$ cat config.mk
export PLATFORM = sky130hd
export DESIGN_NAME = fmc_host
export DESIGN_NICKNAME = d
export VERILOG_FILES = /design/src/shared/fmc_pkg.sv /design/src/design/fmc_host.sv
export SDC_FILE = /design/constraint.sdc
export NUM_CORES = 1
export LEC_CHECK = 0
export ABC_AREA = 1
export BUFFER_PORTS_ARGS = -buffer_cell sky130_fd_sc_hd__buf_2
export CELL_PAD_IN_SITES_DETAIL_PLACEMENT = 0
export CELL_PAD_IN_SITES_GLOBAL_PLACEMENT = 2
export CORE_MARGIN = 1.5
export CORE_UTILIZATION = 33
export CTS_CLUSTER_DIAMETER = 60
export DETAILED_ROUTE_END_ITERATION = 16
export PLACE_DENSITY = 0.82
export SYNTH_ARGS = -nofsm -noshare
export SYNTH_HDL_FRONTEND = slang
export SYNTH_SLANG_ARGS = --single-unit
$ cat constraint.sdc
create_clock -name i_ref_clk -period 1.7 [get_ports i_ref_clk]
set_input_delay 0.17 -clock i_ref_clk [delete_from_list [all_inputs] [get_ports i_ref_clk]]
set_output_delay 0.17 -clock i_ref_clk [all_outputs]
set_load 0.02 [all_outputs]
$ cat src/shared/fmc_pkg.sv
// Package: constants and types for the firmware memory cycle host
package fmc_pkg;
  localparam logic [3:0] START_READ = 4'hd;
  localparam logic [3:0] START_WRITE = 4'he;
  localparam logic [3:0] SIZE_SINGLE = 4'h0;
  localparam logic [3:0] SYNC_READY = 4'h0;
  localparam logic [3:0] SYNC_WAIT = 4'h5;
  localparam logic [3:0] SYNC_ERROR = 4'ha;
  localparam logic [3:0] TAR_NIBBLE = 4'hf;
  localparam logic [2:0] ADDR_NIBBLES = 3'h7;
  localparam int SYNC_TIMEOUT_NS = 10000;
  localparam int CLK_PERIOD_NS = 10;
  localparam int SYNC_TIMEOUT_CYC = SYNC_TIMEOUT_NS / CLK_PERIOD_NS;
  localparam logic [9:0] SYNC_LIMIT = 10'(SYNC_TIMEOUT_CYC);
  localparam int BUS_DIV = 3;
  localparam logic [1:0] BUS_DIV_LAST = 2'(BUS_DIV - 1);

  typedef struct packed {
    logic write;
    logic [3:0] dev_sel;
    logic [27:0] addr;
    logic [7:0] data;
  } fmc_req_t;

  typedef struct packed {
    logic [7:0] data;
    logic timeout;
  } fmc_rsp_t;

  typedef enum logic [9:0] {
    ST_IDLE = 10'h001,
    ST_START = 10'h002,
    ST_SEL = 10'h004,
    ST_ADDR = 10'h008,
    ST_SIZE = 10'h010,
    ST_WDATA = 10'h020,
    ST_TAR1 = 10'h040,
    ST_SYNC = 10'h080,
    ST_RDATA = 10'h100,
    ST_TAR2 = 10'h200
  } fmc_state_t;
endpackage

$ cat src/design/fmc_host.sv
// Host controller that runs single-byte firmware memory cycles on the bus
// Operation
// - Frame strobe low with start code
// - Read start code is 1101
// - Write start code is 1110
// - One device-select nibble follows start
// - Seven clocks of 28-bit address
// - Size nibble zero, single byte only
// - Read: host drives turnaround after preamble
// - Write: two-clock data phase after size
// - Write: turnaround, sync ready/error, turnaround
// - Write closing sequence exactly five clocks
// - Host never aborts cycle on errors; here a read that reaches the sync timeout skips its data phase and ends
// - Address sent most significant nibble first
module fmc_host
  import fmc_pkg::*;
(
  input wire logic i_ref_clk,
  input wire logic i_rst_b,
  input wire logic i_req_valid,
  input wire fmc_req_t i_req,
  output logic o_req_ready,
  output logic o_rsp_valid,
  output fmc_rsp_t o_rsp,
  output logic o_bus_clk,
  output logic o_frame_strobe_n,
  output logic [3:0] o_ad,
  output logic o_ad_oe,
  input wire logic [3:0] i_ad
);

  ////////////////////////////////////////////////////////////////////////////
  // Bus clock divider: 100 MHz / 3 gives the 33 MHz bus rate
  logic [1:0] div_ff, nxt_div;
  logic bus_clk_ff, nxt_bus_clk;
  logic tick;

  always_comb begin
    tick = (div_ff == BUS_DIV_LAST);
    nxt_div = tick ? 2'h0 : div_ff + 2'h1;
    nxt_bus_clk = (div_ff == 2'h0);
  end

  always_ff @(posedge i_ref_clk) begin
    if (!i_rst_b) begin
      div_ff <= 2'h0;
      bus_clk_ff <= 1'b0;
    end else begin
      div_ff <= nxt_div;
      bus_clk_ff <= nxt_bus_clk;
    end
  end

  ////////////////////////////////////////////////////////////////////////////
  // Pin synchroniser for the nibble bus
  logic [3:0] ad_s1_ff, ad_s2_ff;
  logic [3:0] nxt_ad_s1, nxt_ad_s2;

  always_comb begin
    nxt_ad_s1 = i_ad;
    nxt_ad_s2 = ad_s1_ff;
  end

  // Reset to the idle bus level so a stale ready code is never seen
  always_ff @(posedge i_ref_clk) begin
    if (!i_rst_b) begin
      ad_s1_ff <= TAR_NIBBLE;
      ad_s2_ff <= TAR_NIBBLE;
    end else begin
      ad_s1_ff <= nxt_ad_s1;
      ad_s2_ff <= nxt_ad_s2;
    end
  end

  ////////////////////////////////////////////////////////////////////////////
  // Cycle sequencer, advances once per bus tick outside idle
  fmc_state_t st_ff, nxt_st;
  fmc_req_t req_ff, nxt_req;
  logic [2:0] cnt_ff, nxt_cnt;
  logic [9:0] wait_ff, nxt_wait;
  logic [7:0] rdata_ff, nxt_rdata;
  logic frame_n_ff, nxt_frame_n;
  logic [3:0] ad_ff, nxt_ad;
  logic oe_ff, nxt_oe;
  logic rdy_ff, nxt_rdy;
  logic rsp_v_ff, nxt_rsp_v;
  fmc_rsp_t rsp_ff, nxt_rsp;
  logic tout_ff, nxt_tout;

  always_comb begin
    nxt_st = st_ff;
    nxt_req = req_ff;
    nxt_cnt = cnt_ff;
    nxt_frame_n = frame_n_ff;
    nxt_ad = ad_ff;
    nxt_oe = oe_ff;
    nxt_rdy = rdy_ff;
    case (st_ff)
      ST_IDLE: begin
        nxt_rdy = 1'b1;
        if (i_req_valid && rdy_ff) begin
          nxt_req = i_req;
          nxt_rdy = 1'b0;
          nxt_st = ST_START;
        end
      end
      ST_START: begin
        if (tick) begin
          nxt_frame_n = 1'b0;
          nxt_oe = 1'b1;
          nxt_ad = req_ff.write ? START_WRITE : START_READ;
          nxt_st = ST_SEL;
        end
      end
      ST_SEL: begin
        if (tick) begin
          nxt_frame_n = 1'b1;
          nxt_ad = req_ff.dev_sel;
          nxt_cnt = 3'h0;
          nxt_st = ST_ADDR;
        end
      end
      ST_ADDR: begin
        if (tick) begin
          nxt_ad = req_ff.addr[27:24];
          nxt_req.addr = {req_ff.addr[23:0], 4'h0};
          nxt_cnt = cnt_ff + 3'h1;
          if (cnt_ff == ADDR_NIBBLES - 3'h1) begin
            nxt_st = ST_SIZE;
          end
        end
      end
      ST_SIZE: begin
        if (tick) begin
          nxt_ad = SIZE_SINGLE;
          nxt_cnt = 3'h0;
          nxt_st = req_ff.write ? ST_WDATA : ST_TAR1;
        end
      end
      ST_WDATA: begin
        if (tick) begin
          nxt_ad = (cnt_ff == 3'h0) ? req_ff.data[3:0]
                                    : req_ff.data[7:4];
          nxt_cnt = cnt_ff + 3'h1;
          if (cnt_ff == 3'h1) begin
            nxt_cnt = 3'h0;
            nxt_st = ST_TAR1;
          end
        end
      end
      ST_TAR1: begin
        if (tick) begin
          // First clock drives all ones, second releases the bus
          nxt_ad = TAR_NIBBLE;
          nxt_oe = (cnt_ff == 3'h0);
          nxt_cnt = cnt_ff + 3'h1;
          if (cnt_ff == 3'h1) begin
            nxt_cnt = 3'h0;
            nxt_st = ST_SYNC;
          end
        end
      end
      ST_SYNC: begin
        if (tick) begin
          nxt_oe = 1'b0;
          // Writes take exactly one sync clock whatever is seen
          if (req_ff.write) begin
            nxt_st = ST_TAR2;
          end else if (ad_s2_ff == SYNC_READY) begin
            nxt_st = ST_RDATA;
          end else if (wait_ff == SYNC_LIMIT) begin
            nxt_st = ST_TAR2;
          end
        end
      end
      ST_RDATA: begin
        if (tick) begin
          nxt_cnt = cnt_ff + 3'h1;
          if (cnt_ff == 3'h1) begin
            nxt_cnt = 3'h0;
            nxt_st = ST_TAR2;
          end
        end
      end
      ST_TAR2: begin
        if (tick) begin
          nxt_cnt = cnt_ff + 3'h1;
          if (cnt_ff == 3'h1) begin
            nxt_cnt = 3'h0;
            nxt_st = ST_IDLE;
          end
        end
      end
      default: begin
        nxt_st = ST_IDLE;
        nxt_oe = 1'b0;
        nxt_frame_n = 1'b1;
      end
    endcase
  end

  always_ff @(posedge i_ref_clk) begin
    if (!i_rst_b) begin
      st_ff <= ST_IDLE;
      req_ff <= '0;
      cnt_ff <= 3'h0;
      frame_n_ff <= 1'b1;
      ad_ff <= TAR_NIBBLE;
      oe_ff <= 1'b0;
      rdy_ff <= 1'b0;
    end else begin
      st_ff <= nxt_st;
      req_ff <= nxt_req;
      cnt_ff <= nxt_cnt;
      frame_n_ff <= nxt_frame_n;
      ad_ff <= nxt_ad;
      oe_ff <= nxt_oe;
      rdy_ff <= nxt_rdy;
    end
  end

  ////////////////////////////////////////////////////////////////////////////
  // Sync guard, read data and response, judged at bus ticks. The pin
  // synchroniser and the tick phase put each target nibble two ticks late,
  // and o_rsp is loaded only at the end so it holds between responses
  always_comb begin
    nxt_wait = wait_ff;
    nxt_rdata = rdata_ff;
    nxt_tout = tout_ff;
    nxt_rsp_v = 1'b0;
    nxt_rsp = rsp_ff;
    if (tick) begin
      case (st_ff)
        ST_START: begin
          nxt_wait = 10'h0;
          nxt_tout = 1'b0;
        end
        ST_SYNC: begin
          nxt_wait = wait_ff + 10'h1;
          if (!req_ff.write && ad_s2_ff != SYNC_READY &&
              wait_ff == SYNC_LIMIT) begin
            // Guard against a missing target; no abort mid-cycle otherwise
            nxt_tout = 1'b1;
          end
        end
        ST_RDATA: begin
          if (cnt_ff == 3'h0) begin
            nxt_rdata[3:0] = ad_s2_ff;
          end else begin
            nxt_rdata[7:4] = ad_s2_ff;
          end
        end
        ST_TAR2: begin
          if (cnt_ff == 3'h1) begin
            nxt_rsp.data = rdata_ff;
            nxt_rsp.timeout = tout_ff;
            if (req_ff.write) begin
              // Write sync is seen here, two ticks after the target drove it
              nxt_rsp.data = req_ff.data;
              nxt_rsp.timeout = (ad_s2_ff != SYNC_READY);
            end
            nxt_rsp_v = 1'b1;
          end
        end
        default: begin
          nxt_wait = wait_ff;
        end
      endcase
    end
  end

  always_ff @(posedge i_ref_clk) begin
    if (!i_rst_b) begin
      wait_ff <= 10'h0;
      rdata_ff <= 8'h00;
      tout_ff <= 1'b0;
      rsp_v_ff <= 1'b0;
      rsp_ff <= '0;
    end else begin
      wait_ff <= nxt_wait;
      rdata_ff <= nxt_rdata;
      tout_ff <= nxt_tout;
      rsp_v_ff <= nxt_rsp_v;
      rsp_ff <= nxt_rsp;
    end
  end

  ////////////////////////////////////////////////////////////////////////////
  // Outputs straight from flip-flops
  always_comb begin
    o_bus_clk = bus_clk_ff;
    o_frame_strobe_n = frame_n_ff;
    o_ad = ad_ff;
    o_ad_oe = oe_ff;
    o_req_ready = rdy_ff;
    o_rsp_valid = rsp_v_ff;
    o_rsp = rsp_ff;
  end

endmodule

==> impl_metrics.tcl <==
set metrics [dict create \
    groute.usage.overall 0.184 \
    globalplace.congestion 0.846 \
    grt_max_degree 35 \
    die_width_um 128 \
    drc 0 \
    coreArea_um2 15200 \
    cts-htree-levels 3 \
    hold_viol 0 \
    cellInternalPower_w 0.00519 \
    maxCapViolCount 0 \
    status "complete, but fails checks" \
    power_density_nw_per_um2 1200 \
    holdPathEnd "req_ff[6]$_SDFFE_PN0P_" \
    worst_r2r_path_depth 8 \
    flops_latches_synth 101 \
    globalRouteOverflowTotal 0 \
    die_y_extent_um 128 \
    switching_share 0.385 \
    number_of_failing_setup_endpoints_in_the_final_timing_report 3 \
    clk_pin_slew_ps 80 \
    power_switching_w 0.00325 \
    startpoint_of_the_most_critical_register_to_register_path "st_ff[5]$_SDFFE_PN0P_" \
    synth.yosys.seq_area_share 0.394 \
    share_seq_of_total_power 0.337 \
    antenna_cells 0 \
    fin_cells 1051 \
    finalClockSkew_ps 12.7 \
    top_level_ports 66 \
    synth_area_um2 5130 \
    avgRoutedWirePerCell_um 13.9 \
    viasPerCell 4.86 \
    via_count 5103 \
    p_total_w 0.00844 \
    cp_max_fo 8 \
    synthToLayoutAreaGrowth_pct 37.1 \
    hold_path.startpoint "i_req[6]" \
    mean_syn_cell_area_um2 7.17 \
    setup.reg_to_reg.worst_slack_ps -20 \
    finalWorstPathRequiredPeriod_ps 1720 \
    postLayoutCoreUtil 0.462 \
    floorplan_row_count 45 \
    cts.root.buffer_cell "sky130_fd_sc_hd__clkbuf_16" \
    place_hpwl_um 10700 \
    dr.first_iter.drc_count 221 \
    post_route_wl_um 14600 \
    final_ant_viol_nets 0 \
    antenna_found_initial 0 \
    nets 914 \
    timing.slew.headroom 0.739 \
    hold_crit_depth 3 \
    most_frequent_standard_cell_in_the_layout_excluding_fill_and_tap_cells "sky130_fd_sc_hd__nand2_1" \
    synthesis.yosys.warnings 0 \
    timing.fmax_mhz 583 \
    tightest_slew_ps 392 \
    failed_checks "setup timing" \
    numPlacedInstances 1014 \
    end_kind "flip-flop" \
    clkPwrFrac 0.247 \
    mappedNetlistNets 771 \
    cts_tree "built" \
    place_worst_setup_slack_ps -115 \
    leakage_nw 3.13 \
    worstReg2RegEnd "req_ff[3]$_SDFFE_PN0P_" \
    num_clock_sinks 101 \
    detailedRoute.firstPassIterationCount 4 \
    clock_path_buffers 2 \
    most_frequent_cells_in_the_layout "sky130_fd_sc_hd__nand2_1, sky130_fd_sc_hd__dfxtp_1, sky130_fd_sc_hd__buf_4" \
    synth.lib_cells_used.distinct 36 \
    post-route-worst-setup-slack_ps -15.1 \
    initial_utilization 0.337 \
    instance_count_of_the_mapped_netlist 715 \
    worst_ir_drop_vdd_v 0.000730 \
    grt_pass1_vias 4922 \
    cp.arrival_ps 2010 \
    rsz0062_at_grt "true" \
    combPwrFrac 0.416 \
    cts_buffers 9 \
    finalMaxSlewViolations 0 \
    drive_above_1_share 0.375 \
    setup.worst_path.class "reg -> reg" \
    numPortBuffers 65 \
    hp-class "in -> reg" \
    start_kind "flip-flop" \
    grt_first_pass_wirelength_um 23700 \
    min_period_over_period 1.01 \
    worstPathRequired_ps 1990 \
    dieArea_um2 16300 \
    clk_latency_ps 360 \
]
-- sequential cells by signal (all words and copies together), names as in the netlist --
name / cells
tout_ff: 1
wait_ff: 10
o_req_ready: 1
ad_s1_ff: 4
o_rsp: 9
o_bus_clk: 1
st_ff: 10
div_ff: 2
o_ad: 4
o_frame_strobe_n: 1
cnt_ff: 3
rdata_ff: 8
o_rsp_valid: 1
req_ff: 41
o_ad_oe: 1
ad_s2_ff: 4
-- worst max-delay path, stage by stage, from the launching register on --
cell                         delay [ps]
sky130_fd_sc_hd__dfxtp_2            350
sky130_fd_sc_hd__nor2_4             150
sky130_fd_sc_hd__nand2_4            120
sky130_fd_sc_hd__nor2_4             140
sky130_fd_sc_hd__nand2_2             80
sky130_fd_sc_hd__nor2_4             230
sky130_fd_sc_hd__clkinvlp_4         250
sky130_fd_sc_hd__buf_6              200
sky130_fd_sc_hd__a21oi_1            140
-- cell type report --
class	instances	area (um2)
repair inverters	2	12.5
clock buffers	9	225
fillers	1542	8170
inverters	73	290
clock inverters	7	76.3
well taps	188	235
multi-input cells	511	3000
flip-flops and latches	101	2040
repair buffers	160	1150
-- how the worst max path moves through the flow --
stage / from / slack, ps / endpoint / cells past startpoint
after floorplan: div_ff[0]$_SDFF_PP0_ / 90 / o_rsp[6]$_SDFFE_PN0P_ / 10
after CTS: st_ff[9]$_SDFFE_PN0P_ / 4 / st_ff[0]$_SDFFE_PN1P_ / 13
after global placement: cnt_ff[0]$_SDFFE_PN0P_ / -100 / o_ad[1]$_SDFFE_PN1P_ / 9
after global routing: wait_ff[1]$_SDFFE_PN0P_ / -140 / st_ff[3]$_SDFFE_PN0P_ / 11
after detailed placement: cnt_ff[0]$_SDFFE_PN0P_ / -110 / o_ad[1]$_SDFFE_PN1P_ / 9
final: st_ff[5]$_SDFFE_PN0P_ / -20 / req_ff[3]$_SDFFE_PN0P_ / 8
-- power by group through the flow --
stage          registers [W]  clock network (W)  logic [W]
6_report             0.00284            0.00208    0.00351
5_1_grt              0.00288            0.00224    0.00392
4_1_cts              0.00282            0.00216    0.00303
3_5_place_dp         0.00286                  0    0.00294
3_3_place_gp         0.00286                  0    0.00290
2_1_floorplan        0.00288                  0    0.00181
-- cells in the mapped netlist --
library cell               instances  share of area
sky130_fd_sc_hd__a211oi_2         22          0.054
sky130_fd_sc_hd__nand3_1          36          0.035
sky130_fd_sc_hd__inv_1            60          0.044
sky130_fd_sc_hd__o211ai_1          9          0.013
sky130_fd_sc_hd__o21ai_2           3         0.0051
sky130_fd_sc_hd__nor3_2            1         0.0020
sky130_fd_sc_hd__nand2_2           3         0.0037
sky130_fd_sc_hd__nor2_4            2         0.0044
sky130_fd_sc_hd__xor2_1            4         0.0068
sky130_fd_sc_hd__nor3b_1           1         0.0015
sky130_fd_sc_hd__nor4_1            2         0.0024
sky130_fd_sc_hd__o211a_1           8          0.016
sky130_fd_sc_hd__dfxtp_1         101           0.39
sky130_fd_sc_hd__nor2_1           84          0.061
sky130_fd_sc_hd__clkbuf_1         19          0.014
sky130_fd_sc_hd__inv_2            11         0.0081
sky130_fd_sc_hd__clkinv_2          1        0.00098
sky130_fd_sc_hd__buf_2             3         0.0029
sky130_fd_sc_hd__o21a_1            2         0.0029
sky130_fd_sc_hd__inv_4             1         0.0012
sky130_fd_sc_hd__o21ai_1           3         0.0029
sky130_fd_sc_hd__buf_1             2         0.0015
sky130_fd_sc_hd__o21ai_0          66          0.064
sky130_fd_sc_hd__or2_2            10          0.012
sky130_fd_sc_hd__nand3_2           1         0.0020
sky130_fd_sc_hd__nand4_1          12          0.015
sky130_fd_sc_hd__buf_6             2         0.0044
sky130_fd_sc_hd__nor3_1            8         0.0078
sky130_fd_sc_hd__a21oi_1          46          0.045
sky130_fd_sc_hd__nand2_1         160           0.12
sky130_fd_sc_hd__and3_1            1         0.0012
sky130_fd_sc_hd__nor2_2           10          0.012
sky130_fd_sc_hd__nand3b_1          5         0.0073
sky130_fd_sc_hd__buf_4             4         0.0059
sky130_fd_sc_hd__ha_1              8          0.020
sky130_fd_sc_hd__nand2_4           4         0.0088
-- cell families after synthesis --
| logic type | after synthesis | share of synthesized area |
|---|---|---|
| flops | 101 | 0.394 |
| simple gates | 340 | 0.294 |
| xor+xnor | 4 | 0.00683 |
| compound gates | 159 | 0.203 |
| fa+ha+maj | 8 | 0.0195 |
| buf+inv | 103 | 0.0827 |
-- per-layer routing --
metal / vias to the layer above / share of wire / track usage
li1: 2648 / - / -
met1: 2357 / 0.49 / 0.240
met2: 80 / 0.46 / 0.312
met3: 18 / 0.033 / 0.0422
met4: 0 / 0.014 / 0.0423
met5: - / 0 / 0
-- stage by stage --
stage	hold slack [ps]	instance area [um2]	TNS [ps]
4_1_cts	53.8	6560	0
6_report	61.8	7030	-18.1
5_1_grt	66.0	7030	-4430
2_1_floorplan	277	5130	0
3_3_place_gp	357	6160	-870
3_5_place_dp	360	6160	-1540
-- what timing repair did --
item / CTS / global route
pin swaps: 1 / 22
setup buffers: 0 / 14
hold buffers: 4 / 0
cloned: 0 / 3
endpoints found under the setup margin: 57 / 83
gates resized for setup: 15 / 126
hold endpoints to repair: 4 / 0
No activity file was read; power rests on OpenSTA's default activity.
